--- src/verilog/fws_map.vh ---
`ifndef FWS_MAP_VH
`define FWS_MAP_VH
// Software register byte addresses.
`define FWS_REG_CTRL     8'h00
`define FWS_REG_ADDR     8'h04
`define FWS_REG_DATA     8'h08
`define FWS_REG_STAT     8'h0c
`define FWS_REG_RDATA    8'h10
// Command codes written to the control register.
`define FWS_CMD_READ     3'h1
`define FWS_CMD_PROG     3'h2
`define FWS_CMD_SERASE   3'h3
`define FWS_CMD_CERASE   3'h4
`define FWS_CMD_SUSPEND  3'h5
`define FWS_CMD_RESUME   3'h6
`define FWS_CMD_RESET    3'h7
// Flash status bit positions on the data bus.
`define FWS_BIT_POLL     7
`define FWS_BIT_TOG1     6
`define FWS_BIT_FAIL     5
`define FWS_BIT_WIN      3
`define FWS_BIT_TOG2     2
// Status register fields.
`define FWS_ST_BUSY      0
`define FWS_ST_DONE      1
`define FWS_ST_FAIL      2
`define FWS_ST_REJECT    3
`define FWS_ST_PINBUSY   4
// Bus cycle timing: 90 ns access, 4 ns clock, rounded up.
`define FWS_T_ACC_NS     90
`define FWS_CLK_NS       4
`define FWS_ACC_CYC      ((`FWS_T_ACC_NS + `FWS_CLK_NS - 1) / `FWS_CLK_NS)
// Output enable hold for toggle and polling reads: 10 ns.
`define FWS_T_OEH_NS     10
`define FWS_OEH_CYC      ((`FWS_T_OEH_NS + `FWS_CLK_NS - 1) / `FWS_CLK_NS)
// Bus reset value of the control register.
`define FWS_CTRL_RST     8'h00
`endif

--- src/verilog/fws_bus_cycle.v ---
`timescale 1ns/1ps
`default_nettype none
`include "fws_map.vh"
// Runs one asynchronous flash read or write cycle on the pins.
module fws_bus_cycle
(
   input  wire        clk_sys_i,
   input  wire        rst_i,
   input  wire        start_i,
   input  wire        wr_i,
   input  wire [19:0] addr_i,
   input  wire [7:0]  wdata_i,
   input  wire [7:0]  dq_sync_i,
   output reg         done_o,
   output reg  [7:0]  rdata_o,
   output reg  [19:0] fl_addr_o,
   output reg  [7:0]  fl_dq_o,
   output reg         fl_dq_oe_o,
   output reg         fl_ce_n_o,
   output reg         fl_oe_n_o,
   output reg         fl_we_n_o
);
   localparam [2:0] S_IDLE = 3'b001;
   localparam [2:0] S_ACT  = 3'b010;
   localparam [2:0] S_HOLD = 3'b100;
   // Two extra cycles cover the input synchroniser latency on reads.
   localparam integer ACC_I  = `FWS_ACC_CYC + 2;
   localparam integer HOLD_I = `FWS_OEH_CYC;
   localparam [7:0]   ACC_N  = ACC_I[7:0];
   localparam [7:0]   HOLD_N = HOLD_I[7:0];
   reg [2:0] st_r;
   reg [7:0] cnt_r;
   reg       wr_r;
   always @(posedge clk_sys_i)
   begin
      done_o <= 1'b0;
      if (rst_i)
      begin
         st_r       <= S_IDLE;
         cnt_r      <= 8'h00;
         wr_r       <= 1'b0;
         rdata_o    <= 8'h00;
         fl_addr_o  <= 20'h00000;
         fl_dq_o    <= 8'h00;
         fl_dq_oe_o <= 1'b0;
         fl_ce_n_o  <= 1'b1;
         fl_oe_n_o  <= 1'b1;
         fl_we_n_o  <= 1'b1;
      end
      else
      begin
         case (st_r)
            S_IDLE:
            begin
               if (start_i)
               begin
                  st_r       <= S_ACT;
                  cnt_r      <= ACC_N;
                  wr_r       <= wr_i;
                  fl_addr_o  <= addr_i;
                  fl_dq_o    <= wdata_i;
                  fl_dq_oe_o <= wr_i;
                  fl_ce_n_o  <= 1'b0;
                  fl_oe_n_o  <= wr_i;
                  fl_we_n_o  <= ~wr_i;
               end
            end
            S_ACT:
            begin
               if (cnt_r == 8'h00)
               begin
                  if (!wr_r)
                     rdata_o <= dq_sync_i;
                  st_r      <= S_HOLD;
                  cnt_r     <= HOLD_N;
                  fl_ce_n_o <= 1'b1;
                  fl_oe_n_o <= 1'b1;
                  fl_we_n_o <= 1'b1;
               end
               else
                  cnt_r <= cnt_r - 8'h01;
            end
            S_HOLD:
            begin
               // Each read is a separate chip enable cycle so toggle bits advance.
               if (cnt_r == 8'h00)
               begin
                  st_r       <= S_IDLE;
                  fl_dq_oe_o <= 1'b0;
                  done_o     <= 1'b1;
               end
               else
                  cnt_r <= cnt_r - 8'h01;
            end
            default:
               st_r <= S_IDLE;
         endcase
      end
   end
endmodule // fws_bus_cycle
`default_nettype wire

--- src/verilog/fws_ctrl.v ---
// Contract
// - After fail, host writes reset command.
// - Check window flag before and after additions.
// - Confirm acceptance by polling, then window; the code uses the toggle bit instead.
// - Read status twice to judge toggling.
// - On fail flag, recheck toggle bit.
// - Status reads use monitored operation address.
`timescale 1ns/1ps
`default_nettype none
`include "fws_map.vh"
module fws_ctrl
(
   input  wire        clk_sys_i,
   input  wire        rst_i,
   input  wire [7:0]  reg_addr_i,
   input  wire [31:0] reg_wdata_i,
   input  wire        reg_wr_i,
   input  wire        reg_rd_i,
   output reg  [31:0] reg_rdata_o,
   input  wire [7:0]  fl_dq_i,
   input  wire        fl_busy_n_i,
   output wire [19:0] fl_addr_o,
   output wire [7:0]  fl_dq_o,
   output wire        fl_dq_oe_o,
   output wire        fl_ce_n_o,
   output wire        fl_oe_n_o,
   output wire        fl_we_n_o
);
   localparam [6:0] S_IDLE  = 7'b0000001;
   localparam [6:0] S_SEQ   = 7'b0000010;
   localparam [6:0] S_RD1   = 7'b0000100;
   localparam [6:0] S_RD2   = 7'b0001000;
   localparam [6:0] S_JUDGE = 7'b0010000;
   localparam [6:0] S_WIN   = 7'b0100000;
   localparam [6:0] S_WAIT  = 7'b1000000;

   reg [6:0]  st_r;
   reg [2:0]  cmd_r;
   reg [19:0] addr_r;
   reg [7:0]  data_r;
   reg [7:0]  rdata_r;
   reg        busy_r;
   reg        done_r;
   reg        fail_r;
   reg        reject_r;
   reg        win_before_r;
   reg        fail_seen_r;
   reg [2:0]  step_r;
   reg [2:0]  nsteps_r;
   reg [7:0]  first_r;
   reg [7:0]  dq_s1_r;
   reg [7:0]  dq_s2_r;
   reg        bz_s1_r;
   reg        bz_s2_r;
   reg        cyc_start_r;
   reg        cyc_wr_r;
   reg [19:0] cyc_addr_r;
   reg [7:0]  cyc_data_r;
   wire       cyc_done;
   wire [7:0] cyc_rdata;

   // Unlock write sequence step: returns {address, data}.
   function [27:0] seq_word;
      input [2:0]  cmd;
      input [2:0]  step;
      input [19:0] addr;
      input [7:0]  data;
      begin
         seq_word = {20'h00555, 8'haa};
         case (step)
            3'h0: seq_word = {20'h00555, 8'haa};
            3'h1: seq_word = {20'h002aa, 8'h55};
            3'h2: seq_word = (cmd == `FWS_CMD_PROG) ? {20'h00555, 8'ha0} : {20'h00555, 8'h80};
            3'h3: seq_word = (cmd == `FWS_CMD_PROG) ? {addr, data} : {20'h00555, 8'haa};
            3'h4: seq_word = {20'h002aa, 8'h55};
            default: seq_word = (cmd == `FWS_CMD_SERASE) ? {addr, 8'h30} : {20'h00555, 8'h10};
         endcase
         if (cmd == `FWS_CMD_SUSPEND)
            seq_word = {addr, 8'hb0};
         if (cmd == `FWS_CMD_RESUME)
            seq_word = {addr, 8'h30};
         if (cmd == `FWS_CMD_RESET)
            seq_word = {addr, 8'hf0};
      end
   endfunction

   wire [27:0] cur_word = seq_word(cmd_r, step_r, addr_r, data_r);
   wire        tog1_moves = first_r[`FWS_BIT_TOG1] ^ cyc_rdata[`FWS_BIT_TOG1];
   wire [27:0] nxt_word = seq_word(cmd_r, step_r + 3'h1, addr_r, data_r);

   fws_bus_cycle u_cyc
   (
      .clk_sys_i  (clk_sys_i),
      .rst_i      (rst_i),
      .start_i    (cyc_start_r),
      .wr_i       (cyc_wr_r),
      .addr_i     (cyc_addr_r),
      .wdata_i    (cyc_data_r),
      .dq_sync_i  (dq_s2_r),
      .done_o     (cyc_done),
      .rdata_o    (cyc_rdata),
      .fl_addr_o  (fl_addr_o),
      .fl_dq_o    (fl_dq_o),
      .fl_dq_oe_o (fl_dq_oe_o),
      .fl_ce_n_o  (fl_ce_n_o),
      .fl_oe_n_o  (fl_oe_n_o),
      .fl_we_n_o  (fl_we_n_o)
   );

   always @(posedge clk_sys_i)
   begin
      if (rst_i)
      begin
         dq_s1_r <= 8'h00;
         dq_s2_r <= 8'h00;
         bz_s1_r <= 1'b1;
         bz_s2_r <= 1'b1;
      end
      else
      begin
         dq_s1_r <= fl_dq_i;
         dq_s2_r <= dq_s1_r;
         bz_s1_r <= fl_busy_n_i;
         bz_s2_r <= bz_s1_r;
      end
   end

   always @(posedge clk_sys_i)
   begin
      cyc_start_r <= 1'b0;
      if (rst_i)
      begin
         st_r         <= S_IDLE;
         cmd_r        <= 3'h0;
         addr_r       <= 20'h00000;
         data_r       <= 8'h00;
         rdata_r      <= 8'h00;
         busy_r       <= 1'b0;
         done_r       <= 1'b0;
         fail_r       <= 1'b0;
         reject_r     <= 1'b0;
         win_before_r <= 1'b0;
         fail_seen_r  <= 1'b0;
         step_r       <= 3'h0;
         nsteps_r     <= 3'h0;
         first_r      <= 8'h00;
         cyc_wr_r     <= 1'b0;
         cyc_addr_r   <= 20'h00000;
         cyc_data_r   <= 8'h00;
         reg_rdata_o  <= 32'h00000000;
      end
      else
      begin
         reg_rdata_o <= 32'h00000000;
         if (reg_rd_i)
         begin
            if (reg_addr_i == `FWS_REG_CTRL)
               reg_rdata_o <= {29'h0, cmd_r};
            else if (reg_addr_i == `FWS_REG_ADDR)
               reg_rdata_o <= {12'h000, addr_r};
            else if (reg_addr_i == `FWS_REG_DATA)
               reg_rdata_o <= {24'h000000, data_r};
            else if (reg_addr_i == `FWS_REG_STAT)
               reg_rdata_o <= {27'h0, ~bz_s2_r, reject_r, fail_r, done_r, busy_r};
            else if (reg_addr_i == `FWS_REG_RDATA)
               reg_rdata_o <= {24'h000000, rdata_r};
         end
         if (reg_wr_i && !busy_r)
         begin
            if (reg_addr_i == `FWS_REG_ADDR)
               addr_r <= reg_wdata_i[19:0];
            else if (reg_addr_i == `FWS_REG_DATA)
               data_r <= reg_wdata_i[7:0];
            else if (reg_addr_i == `FWS_REG_CTRL && reg_wdata_i[2:0] != 3'h0)
            begin
               cmd_r    <= reg_wdata_i[2:0];
               busy_r   <= 1'b1;
               done_r   <= 1'b0;
               step_r   <= 3'h0;
               fail_seen_r <= 1'b0;
               if (reg_wdata_i[2:0] == `FWS_CMD_RESET)
                  fail_r <= 1'b0;
               case (reg_wdata_i[2:0])
                  `FWS_CMD_PROG:   nsteps_r <= 3'h3;
                  `FWS_CMD_SERASE: nsteps_r <= 3'h5;
                  `FWS_CMD_CERASE: nsteps_r <= 3'h5;
                  default:         nsteps_r <= 3'h0;
               endcase
               // Adding a sector: sample the window flag first, never skip it.
               if (reg_wdata_i[2:0] == `FWS_CMD_SERASE && cmd_r == `FWS_CMD_SERASE &&
                   !done_r)
                  st_r <= S_WIN;
               else if (reg_wdata_i[2:0] == `FWS_CMD_READ)
                  st_r <= S_WAIT;
               else
                  st_r <= S_SEQ;
               win_before_r <= 1'b0;
               reject_r <= 1'b0;
               cyc_wr_r    <= 1'b0;
               cyc_addr_r  <= addr_r;
               // Only a plain read or the window pre-check opens with a bus read here.
               // A command sequence must start with its first unlock write instead.
               if (reg_wdata_i[2:0] == `FWS_CMD_READ || (reg_wdata_i[2:0] == `FWS_CMD_SERASE &&
                   cmd_r == `FWS_CMD_SERASE && !done_r))
                  cyc_start_r <= 1'b1;
            end
         end
         case (st_r)
            S_IDLE: ;
            S_WAIT:
            begin
               // Plain array read only; the window pre-check result is handled in S_WIN.
               if (cyc_done)
               begin
                  rdata_r <= cyc_rdata;
                  busy_r  <= 1'b0;
                  done_r  <= 1'b1;
                  st_r    <= S_IDLE;
               end
            end
            S_WIN:
            begin
               if (cyc_done)
               begin
                  win_before_r <= cyc_rdata[`FWS_BIT_WIN];
                  if (cyc_rdata[`FWS_BIT_WIN])
                  begin
                     // Window already closed: more sectors would be ignored.
                     reject_r <= 1'b1;
                     busy_r   <= 1'b0;
                     st_r     <= S_IDLE;
                  end
                  else
                  begin
                     // Open window: only the final sector address write (step 5, data 0x30) is needed.
                     step_r      <= 3'h5;
                     st_r        <= S_SEQ;
                     cyc_start_r <= 1'b1;
                     cyc_wr_r    <= 1'b1;
                     cyc_addr_r  <= addr_r;
                     cyc_data_r  <= 8'h30;
                  end
               end
            end
            S_SEQ:
            begin
               if (cyc_start_r == 1'b0 && cyc_done == 1'b0 && step_r == 3'h0 &&
                   fl_ce_n_o && !cyc_wr_r)
               begin
                  cyc_start_r <= 1'b1;
                  cyc_wr_r    <= 1'b1;
                  cyc_addr_r  <= cur_word[27:8];
                  cyc_data_r  <= cur_word[7:0];
               end
               else if (cyc_done)
               begin
                  if (step_r >= nsteps_r)
                  begin
                     // Status reads stay at the monitored address.
                     st_r        <= S_RD1;
                     cyc_start_r <= 1'b1;
                     cyc_wr_r    <= 1'b0;
                     cyc_addr_r  <= addr_r;
                  end
                  else
                  begin
                     step_r      <= step_r + 3'h1;
                     cyc_start_r <= 1'b1;
                     cyc_wr_r    <= 1'b1;
                     cyc_addr_r  <= nxt_word[27:8];
                     cyc_data_r  <= nxt_word[7:0];
                  end
               end
            end
            S_RD1:
            begin
               if (cyc_done)
               begin
                  first_r     <= cyc_rdata;
                  st_r        <= S_RD2;
                  cyc_start_r <= 1'b1;
               end
            end
            S_RD2:
            begin
               if (cyc_done)
                  st_r <= S_JUDGE;
            end
            S_JUDGE:
            begin
               // Two successive reads decide toggling.
               if (!tog1_moves)
               begin
                  rdata_r <= cyc_rdata;
                  busy_r  <= 1'b0;
                  done_r  <= 1'b1;
                  // A sector erase whose window pre-check saw the closed window was rejected.
                  if (cmd_r == `FWS_CMD_SERASE && win_before_r)
                     reject_r <= 1'b1;
                  st_r    <= S_IDLE;
               end
               else if (fail_seen_r)
               begin
                  // Still toggling after the fail flag: the operation failed.
                  fail_r <= 1'b1;
                  busy_r <= 1'b0;
                  st_r   <= S_IDLE;
               end
               else
               begin
                  // Fail flag seen: read the toggle bit again before judging.
                  if (cyc_rdata[`FWS_BIT_FAIL])
                     fail_seen_r <= 1'b1;
                  if (cmd_r == `FWS_CMD_SERASE && !cyc_rdata[`FWS_BIT_WIN] && step_r == 3'h5)
                  begin
                     // Acceptance shown by toggling, window still open: return.
                     busy_r <= 1'b0;
                     st_r   <= S_IDLE;
                  end
                  else
                  begin
                     st_r        <= S_RD1;
                     cyc_start_r <= 1'b1;
                     cyc_wr_r    <= 1'b0;
                  end
               end
            end
            default:
               st_r <= S_IDLE;
         endcase
      end
   end
endmodule // fws_ctrl
`default_nettype wire

--- config.mk ---
export PLATFORM = sky130hd
export DESIGN_NAME = fws_ctrl
export DESIGN_NICKNAME = d
export VERILOG_FILES = /design/src/verilog/fws_bus_cycle.v /design/src/verilog/fws_ctrl.v
export VERILOG_INCLUDE_DIRS = /design/src /design/src/verilog
export SDC_FILE = /design/constraint.sdc
export NUM_CORES = 1
export LEC_CHECK = 0
export ABC_AREA = 0
export BUFFER_PORTS_ARGS = -buffer_cell sky130_fd_sc_hd__buf_2
export CAP_MARGIN = 20
export CORE_MARGIN = 2
export CORE_UTILIZATION = 35
export DETAILED_ROUTE_END_ITERATION = 6
export GPL_TIMING_DRIVEN = 1
export PLACE_DENSITY = 0.55
export SLEW_MARGIN = 30
export SYNTH_ARGS = -nofsm -noshare
export SYNTH_HDL_FRONTEND = slang
export SYNTH_SLANG_ARGS = --single-unit
--- constraint.sdc ---
create_clock -name clk_sys_i -period 2.4 [get_ports clk_sys_i]
set_input_delay 0.24 -clock clk_sys_i [delete_from_list [all_inputs] [get_ports clk_sys_i]]
set_output_delay 0.24 -clock clk_sys_i [all_outputs]
set_load 0.02 [all_outputs]
==> results of run 1 <==
-- worst min-delay path by stage --
stage / from / to
final: reg_wdata_i[9] / addr_r[9]
after global routing: reg_wdata_i[9] / addr_r[9]
after CTS: reg_wdata_i[9] / addr_r[9]
after detailed placement: bz_s1_r / bz_s2_r
after global placement: bz_s1_r / bz_s2_r
after floorplan: fl_busy_n_i / bz_s1_r
-- timing repair --
item,4_1_cts,5_1_grt
hold endpoints to repair,9,0
pin swaps,0,1
resized for setup,1,20
hold buffers,9,0
endpoints found under the setup margin,4,28
-- logic make-up (layout without fill, tap and decap cells) --
kind of cell,after synthesis,count (layout),share of synthesized area [%]
DFF,180,180,43.13
adders and majority gates,13,13,1.917
muxes,19,19,2.291
AOI/OAI and AO/OA,266,266,19.58
buffers and inverters,101,218,5.332
xor gates and xnor gates,8,8,0.8387
other,1,12,0.04489
and+or+nand+nor,463,463,26.87
-- state kept, by name, indices dropped and copies added (netlist names), 3 cells and up --
signal and flops:
dq_s2_r 8, reg_rdata_o 20, rdata_r 8, cmd_r 3, u_cyc.fl_dq_o 8, u_cyc.st_r 3
cyc_data_r 8, u_cyc.cnt_r 8, u_cyc.fl_addr_o 20, data_r 8, cyc_addr_r 20, st_r 7
u_cyc.rdata_o 8, step_r 3, nsteps_r 3, dq_s1_r 8, addr_r 20
-- worst max-delay path: stages, from the launching register on --
cell and delay [ns]:
dfxtp_1 0.40, ha_2 0.24, ha_2 0.32, buf_4 0.15, nand2_1 0.16, nor2_1 0.09, o21ai_1 0.19, o22ai_1 0.11
and3_1 0.22, a211o_1 0.29
-- routing by layer --
layer  GRT usage (%)  up-vias
met4           8.194        0
met5               0        -
met2           30.93      196
met1           24.36     3543
met3           3.157       36
li1                -     3885
-- cells in the mapped netlist, drive strengths merged, types with 10 or more instances --
cell type and instances:
nand3 32, nor2 89, nor4b 10, a211oi 10
buf 26, a22oi 26, nor4 12, o22ai 11
nand2b 16, inv 17, a221oi 11, mux2i 18
nor2b 30, a21oi 107, clkbuf 58, dfxtp 180
and2 16, nor3 17, o21ai 48, nand2 194
ha 12
-- power by group through the flow --
stage	clock (mW)	combinational, mW	sequential, mW
CTS	2.89	0.228	3.01
finish	2.82	0.228	3.01
detailed placement	0	0.216	3.08
global route	3.01	0.251	3.01
global placement	0	0.215	3.08
floorplan	0	0.144	3.07
-- placed cells by master (no fill, tap or decap), types with 5 or more instances in the layout --
cell type      instances
a211oi_1               9
a21o_1                 5
a21oi_1              106
a221oi_1              11
a22oi_1               26
a31o_2                 7
a31oi_1                5
and2_1                15
and3_1                 9
buf_12                 7
buf_2                 91
buf_4                 62
clkbuf_16             17
conb_1                12
dfxtp_1              180
dlygate4sd3_1          9
ha_1                   9
inv_1                 17
mux2i_1               18
nand2_1              194
nand2b_1              16
nand3_1               31
nand3b_1               5
nand4_1                7
nor2_1                87
nor2b_1               30
nor3_1                17
nor4_1                 9
nor4b_1                8
o21a_1                 8
o21ai_0               37
o21ai_1               10
o22ai_1               11
or2_2                  5
or3_1                  5
xor2_1                 6
-- through the flow --
stage,hold slack (ns),setup WS [ns],setup TNS [ns],instance area (µm²),cells
CTS,0.02582,0.01861,0,10180,1498
global route,0.03574,-0.01175,-0.01175,10270,1498
floorplan,0.3438,0.01867,0,8409,1062
global placement,0.3994,0.03290,0,9490,1457
detailed placement,0.4018,0.007377,0,9490,1457
finish,0.04331,0.1193,0,10270,1498
-- layout make-up --
cell class / count / area (µm²) / area share [%]
multi-input combinational: 781 / 4458 / 43.40
sequential: 180 / 3603 / 35.08
timing repair buffer: 169 / 1151 / 11.21
clock buffer: 18 / 429.2 / 4.178
tap: 319 / 399.1 / 3.886
clock inverter: 14 / 166.4 / 1.620
inverter: 17 / 63.81 / 0.6213
==> impl_metrics.csv, run 1 <==
group,metric,value,unit
timing,finClkSkew,0.009673,ns
pwr,swShare,24.50,%
die,die_y,158.5,µm
cells_and_area,drive_above_1_share,19.42,%
job,maxCapViolations,0,
die,initial_core_util,35.59,%
worst_setup_path,cp-start-kind,"flip-flop",
die,core.rowCount,56,
pwr,p_leak,3.968,nW
timing,setup_viol,0,
grt,grt_pass1_wl,36960,µm
pwr,total_power,6.052,mW
timing,timing.final.crit_share,95.03,%
grt,grt_usage,18.82,%
pwr,power.switching,1.483,mW
clocking,numCtsBuffers,17,
clocking,cts.sinks,180,
drt,ant_nets,0,
grt,grt_pass1_vias,7145,
timing,slew_headroom,50.93,%
worst_setup_path,endpoint_kind,"flip-flop",
die,core,23470,µm²
timing,drv_slew,0,
clocking,worst_skew_pair.late_latency,0.44,ns
outcome,status,"completed",
timing,max_freq,438.5,MHz
die,dieArea,25120,µm²
synth,synth_area_leader_cell,"dfxtp_1",
worst_setup_path,ff2ff_path_depth,9,
pwr,ir_drop,0.3733,mV
synth,synth_top_area_share,43.13,%
worst_setup_path,r2r_slack,0.12,ns
timing,worstMarginPinSlew,0.7361,ns
drt,wl_met2,10920,µm
worst_setup_path,cp.arrival,2.61,ns
place,globalplace.congestion,0.8915,
clocking,h-tree-depth,4,
synth,synth_warnings,0,
drt,avgViaCountPerCell,5.113,
pwr,power_density,589.2,nW/µm²
timing,rsz0062_at_grt,"true",
synth,synthFlopType,"dfxtp_1",
clocking,path_clk_slew,0.07,ns
clocking,clockBufferDepth,2,
synth,syn-cell-area,8354,µm²
drt,drt-total-wl,23460,µm
synth,synth_edf_count,0,
synth,synth_seq_cells,180,
pwr,p_seq_share,49.7,%
drt,dr_wl_met3,991,µm
worst_hold_path,min_path_type,"input pin to flip-flop",
worst_setup_path,required,2.73,ns
synth,synth_cells,1051,
cells_and_area,final_util,43.76,%
grt,grt_overflow,0,
synth,synthTopCellsByArea,"dfxtp_1 43%, nand2_1 8.7%, a21oi_1 6.4%",
worst_setup_path,critical_path_class,"flip-flop to flip-flop",
die,ios,117,
pwr,p_int,4.569,mW
cells_and_area,fill_cells,2383,
timing,post-route-min-period,2.281,ns
place,dp_hpwl,17040,µm
synth,synth_cell_types,68,
worst_setup_path,crit_path_end,"cyc_data_r[6]",
drt,avgRoutedWirePerCell,15.66,µm
grt,grt_max_degree,73,
pwr,pwr-share-comb,3.8,%
drt,first_pass_iters,5,
place,portBuffers,92,
cells_and_area,syn_to_final_growth,22.94,%
pwr,power.share.clock,46.6,%
worst_setup_path,crit_start,"step_r[0]",
worst_setup_path,reg2reg_from,"step_r[0]",
worst_setup_path,worstPathMaxFanout,6,
grt,grt_antenna_before_repair,0,
drt,met1_length,10850,µm
clocking,tritoncts,"built",
clocking,root_buffer,"clkbuf_16",
cells_and_area,num_antenna_cells,0,
drt,top_layer_used,"met4",
synth,synth.avg_cell_area,7.949,µm²
die,die_w,158.5,µm
drt,drt_iter0_markers,487,
drt,vias,7660,
worst_setup_path,r2r-end,"cyc_data_r[6]",
clocking,cts_setup_buffers,0,
synth,ys_async_sr_fraction,0,%
worst_hold_path,whs_path_depth,3,
timing,hold_violations,0,
drt,drc,0,
synth,synth-seq-area-share,43.13,%
cells_and_area,finalNetCount,1231,
No activity file was read; power rests on OpenSTA's default activity.
==> inputs of run 2 (changes only) <==
--- a/config.mk
+++ b/config.mk
@@ -11,10 +11,12 @@
 export CAP_MARGIN = 20
 export CORE_MARGIN = 2
 export CORE_UTILIZATION = 35
+export CTS_CLUSTER_DIAMETER = 40
 export DETAILED_ROUTE_END_ITERATION = 6
 export GPL_TIMING_DRIVEN = 1
 export PLACE_DENSITY = 0.55
 export SLEW_MARGIN = 30
 export SYNTH_ARGS = -nofsm -noshare
 export SYNTH_HDL_FRONTEND = slang
+export SYNTH_HIERARCHICAL = 1
 export SYNTH_SLANG_ARGS = --single-unit
==> run 2 against run 1 <==
Effect of this change:
- wire length grew 6.7%
- worst hold slack lost 0.036 ns
- sequential cell count is the same
- via count is essentially flat
- synthesized cell count shrank 5.2%
- final cell count shrank 3.7%
- sequential share of layout area grew 0.31 points
- highest routed layer unchanged
- sequential power is essentially flat
==> impl_metrics.csv, run 2 <==
group,metric,value,unit
synth,synth_edf_count,0,
pwr,p_int,4.562,mW
synth,synthTopCellsByArea,"dfxtp_1 43%, nand2_1 7.1%, a21oi_1 7.0%",
grt,grt_usage,20.05,%
pwr,swShare,24.48,%
clocking,cts.sinks,180,
die,die_w,158.6,µm
timing,hold_violations,0,
grt,grt_overflow,0,
clocking,h-tree-depth,4,
pwr,ir_drop,0.4155,mV
grt,grt_pass1_wl,39030,µm
drt,ant_nets,0,
job,maxCapViolations,0,
timing,setup_viol,0,
timing,drv_slew,0,
timing,post-route-min-period,2.266,ns
place,portBuffers,92,
pwr,power_density,593.2,nW/µm²
worst_setup_path,cp-start-kind,"flip-flop",
synth,synth_area_leader_cell,"dfxtp_1",
die,ios,117,
die,dieArea,25150,µm²
worst_setup_path,critical_path_class,"flip-flop to flip-flop",
cells_and_area,drive_above_1_share,21.64,%
synth,synth_cell_types,83,
cells_and_area,finalNetCount,1173,
clocking,worst_skew_pair.late_latency,0.44,ns
timing,finClkSkew,0.01820,ns
cells_and_area,final_util,43.38,%
cells_and_area,final_cells,1442,
drt,drc,0,
timing,max_freq,441.2,MHz
die,die_y,158.6,µm
grt,grt_max_degree,151,
pwr,power.share.clock,47.4,%
die,core.rowCount,56,
cells_and_area,final_common_cell,"dfxtp_1",
pwr,p_seq_share,49.7,%
cells_and_area,syn_to_final_growth,21.77,%
drt,drt-total-wl,25030,µm
synth,ys_async_sr_fraction,0,%
synth,synth_seq_cells,180,
worst_setup_path,cp.arrival,2.57,ns
grt,grt_antenna_before_repair,0,
die,initial_core_util,35.63,%
cells_and_area,final_cell_mix,"179 x dfxtp_1, 158 x nand2_1, 117 x a21oi_1, 91 x buf_2, 67 x buf_4",
drt,avgViaCountPerCell,5.314,
place,globalplace.congestion,0.8942,
worst_setup_path,required,2.71,ns
grt,grt_pass1_vias,7026,
cells_and_area,num_antenna_cells,0,
cells_and_area,fill_cells,2374,
place,dpl.cell_count,1403,
clocking,tritoncts,"built",
timing,slew_headroom,40.54,%
drt,avgRoutedWirePerCell,17.36,µm
synth,synth.avg_cell_area,8.397,µm²
worst_hold_path,min_path_type,"input pin to flip-flop",
synth,synthFlopType,"dfxtp_1",
synth,yosysMostFrequentCell,"dfxtp_1",
clocking,root_buffer,"clkbuf_16",
timing,timing.final.crit_share,94.43,%
drt,first_pass_iters,5,
synth,synth_cells,996,
synth,synth-seq-area-share,43.09,%
die,core,23470,µm²
synth,synth_common_cells,"180 x dfxtp_1, 158 x nand2_1, 117 x a21oi_1, 59 x clkbuf_1, 51 x nor2_1",
clocking,numCtsBuffers,17,
pwr,p_leak,3.766,nW
place,dp_hpwl,17850,µm
place,dpl_cell_area,9439,µm²
synth,syn-cell-area,8363,µm²
pwr,power.switching,1.479,mW
synth,synth_warnings,6,
pwr,pwr-share-comb,2.9,%
cells_and_area,post-route-cell-area,10180,µm²
drt,vias,7663,
synth,synth_top_area_share,43.09,%
outcome,status,"completed",
timing,worstMarginPinSlew,0.8886,ns
clocking,clockBufferDepth,2,
clocking,path_clk_slew,0.08,ns
worst_setup_path,worstPathMaxFanout,6,
drt,drt_iter0_markers,500,
worst_setup_path,endpoint_kind,"flip-flop",
clocking,cts_setup_buffers,0,
run 2: through the flow:
| step | setup WS, ns | total power [mW] | hold WS (ns) | setup TNS (ns) |
|---|---|---|---|---|
| 2_1_floorplan | 0.03542 | 3.180 | 0.3438 | 0 |
| 4_1_cts | 0.06277 | 6.101 | 0.002191 | 0 |
| 6_report | 0.1336 | 6.041 | 0.007569 | 0 |
| 3_5_place_dp | -0.005153 | 3.237 | 0.3989 | -0.005153 |
| 5_1_grt | -0.004946 | 6.258 | 0.005534 | -0.004946 |
| 3_3_place_gp | -0.01010 | 3.235 | 0.3941 | -0.01010 |
run 2: kinds of logic (layout without fill, tap and decap cells):
group           count (synthesis)  after routing  synth area share, %
compound gates                294            295                22.56
xor+xnor                        2              2               0.2095
fa+ha+maj                      10             10                1.496
buf+inv                        98            213                5.281
flops                         180            180                43.09
mux                            25             25                3.022
other cells                     1             12              0.04484
simple gates                  386            386                24.30
run 2: per-layer routing:
metal,GRT usage (%),vias to the layer above,wire length [µm]
met5,0,-,0
met4,6.178,0,506
met3,3.674,30,1234
met2,31.46,226,11070
met1,27.93,3575,12220
li1,-,3832,-
run 2: timing repair:
item                       CTS  global route
setup endpoints to repair    1            30
hold endpoints to repair     5             1
hold buffers                 5             1
pin swaps                    0             0
gates cloned                 0             1
resized for setup            1            15
run 2: path summary, 6_finish.rpt:
check	start	to	slack, ns	cells past startpoint
worst min-delay path	fl_dq_i[3]	dq_s1_r[3]	0.008	2
worst max register to register	step_r[0]	cyc_addr_r[14]	0.13	7
worst max-delay path	step_r[0]	cyc_addr_r[14]	0.13	7
worst min register to register	bz_s1_r	bz_s2_r	0.41	1
run 2: final cells by class:
cell class	count	area, µm²	share of cell area [%]
clock inverters	15	176.4	1.732
repair buffers	166	1059	10.39
clock buffers	17	425.4	4.177
well taps	319	399.1	3.919
inverters	15	56.30	0.5529
flip-flops and latches	180	3605	35.40
multi-input cells	730	4463	43.83
run 2: power groups by stage:
stage          logic, mW  clock network [mW]  registers (mW)
2_1_floorplan      0.108                   0            3.07
3_3_place_gp       0.163                   0            3.07
3_5_place_dp       0.165                   0            3.07
4_1_cts            0.171                2.93            3.00
5_1_grt            0.188                3.07            3.00
6_report           0.172                2.87            3.00
run 2: worst max-delay path, cell delays in order (launching register included):
cell,delay [ns]
dfxtp_2,0.35
ha_1,0.23
ha_1,0.41
o31a_1,0.21
nor3_2,0.08
or4_4,0.59
a31oi_1,0.18
o22ai_1,0.10
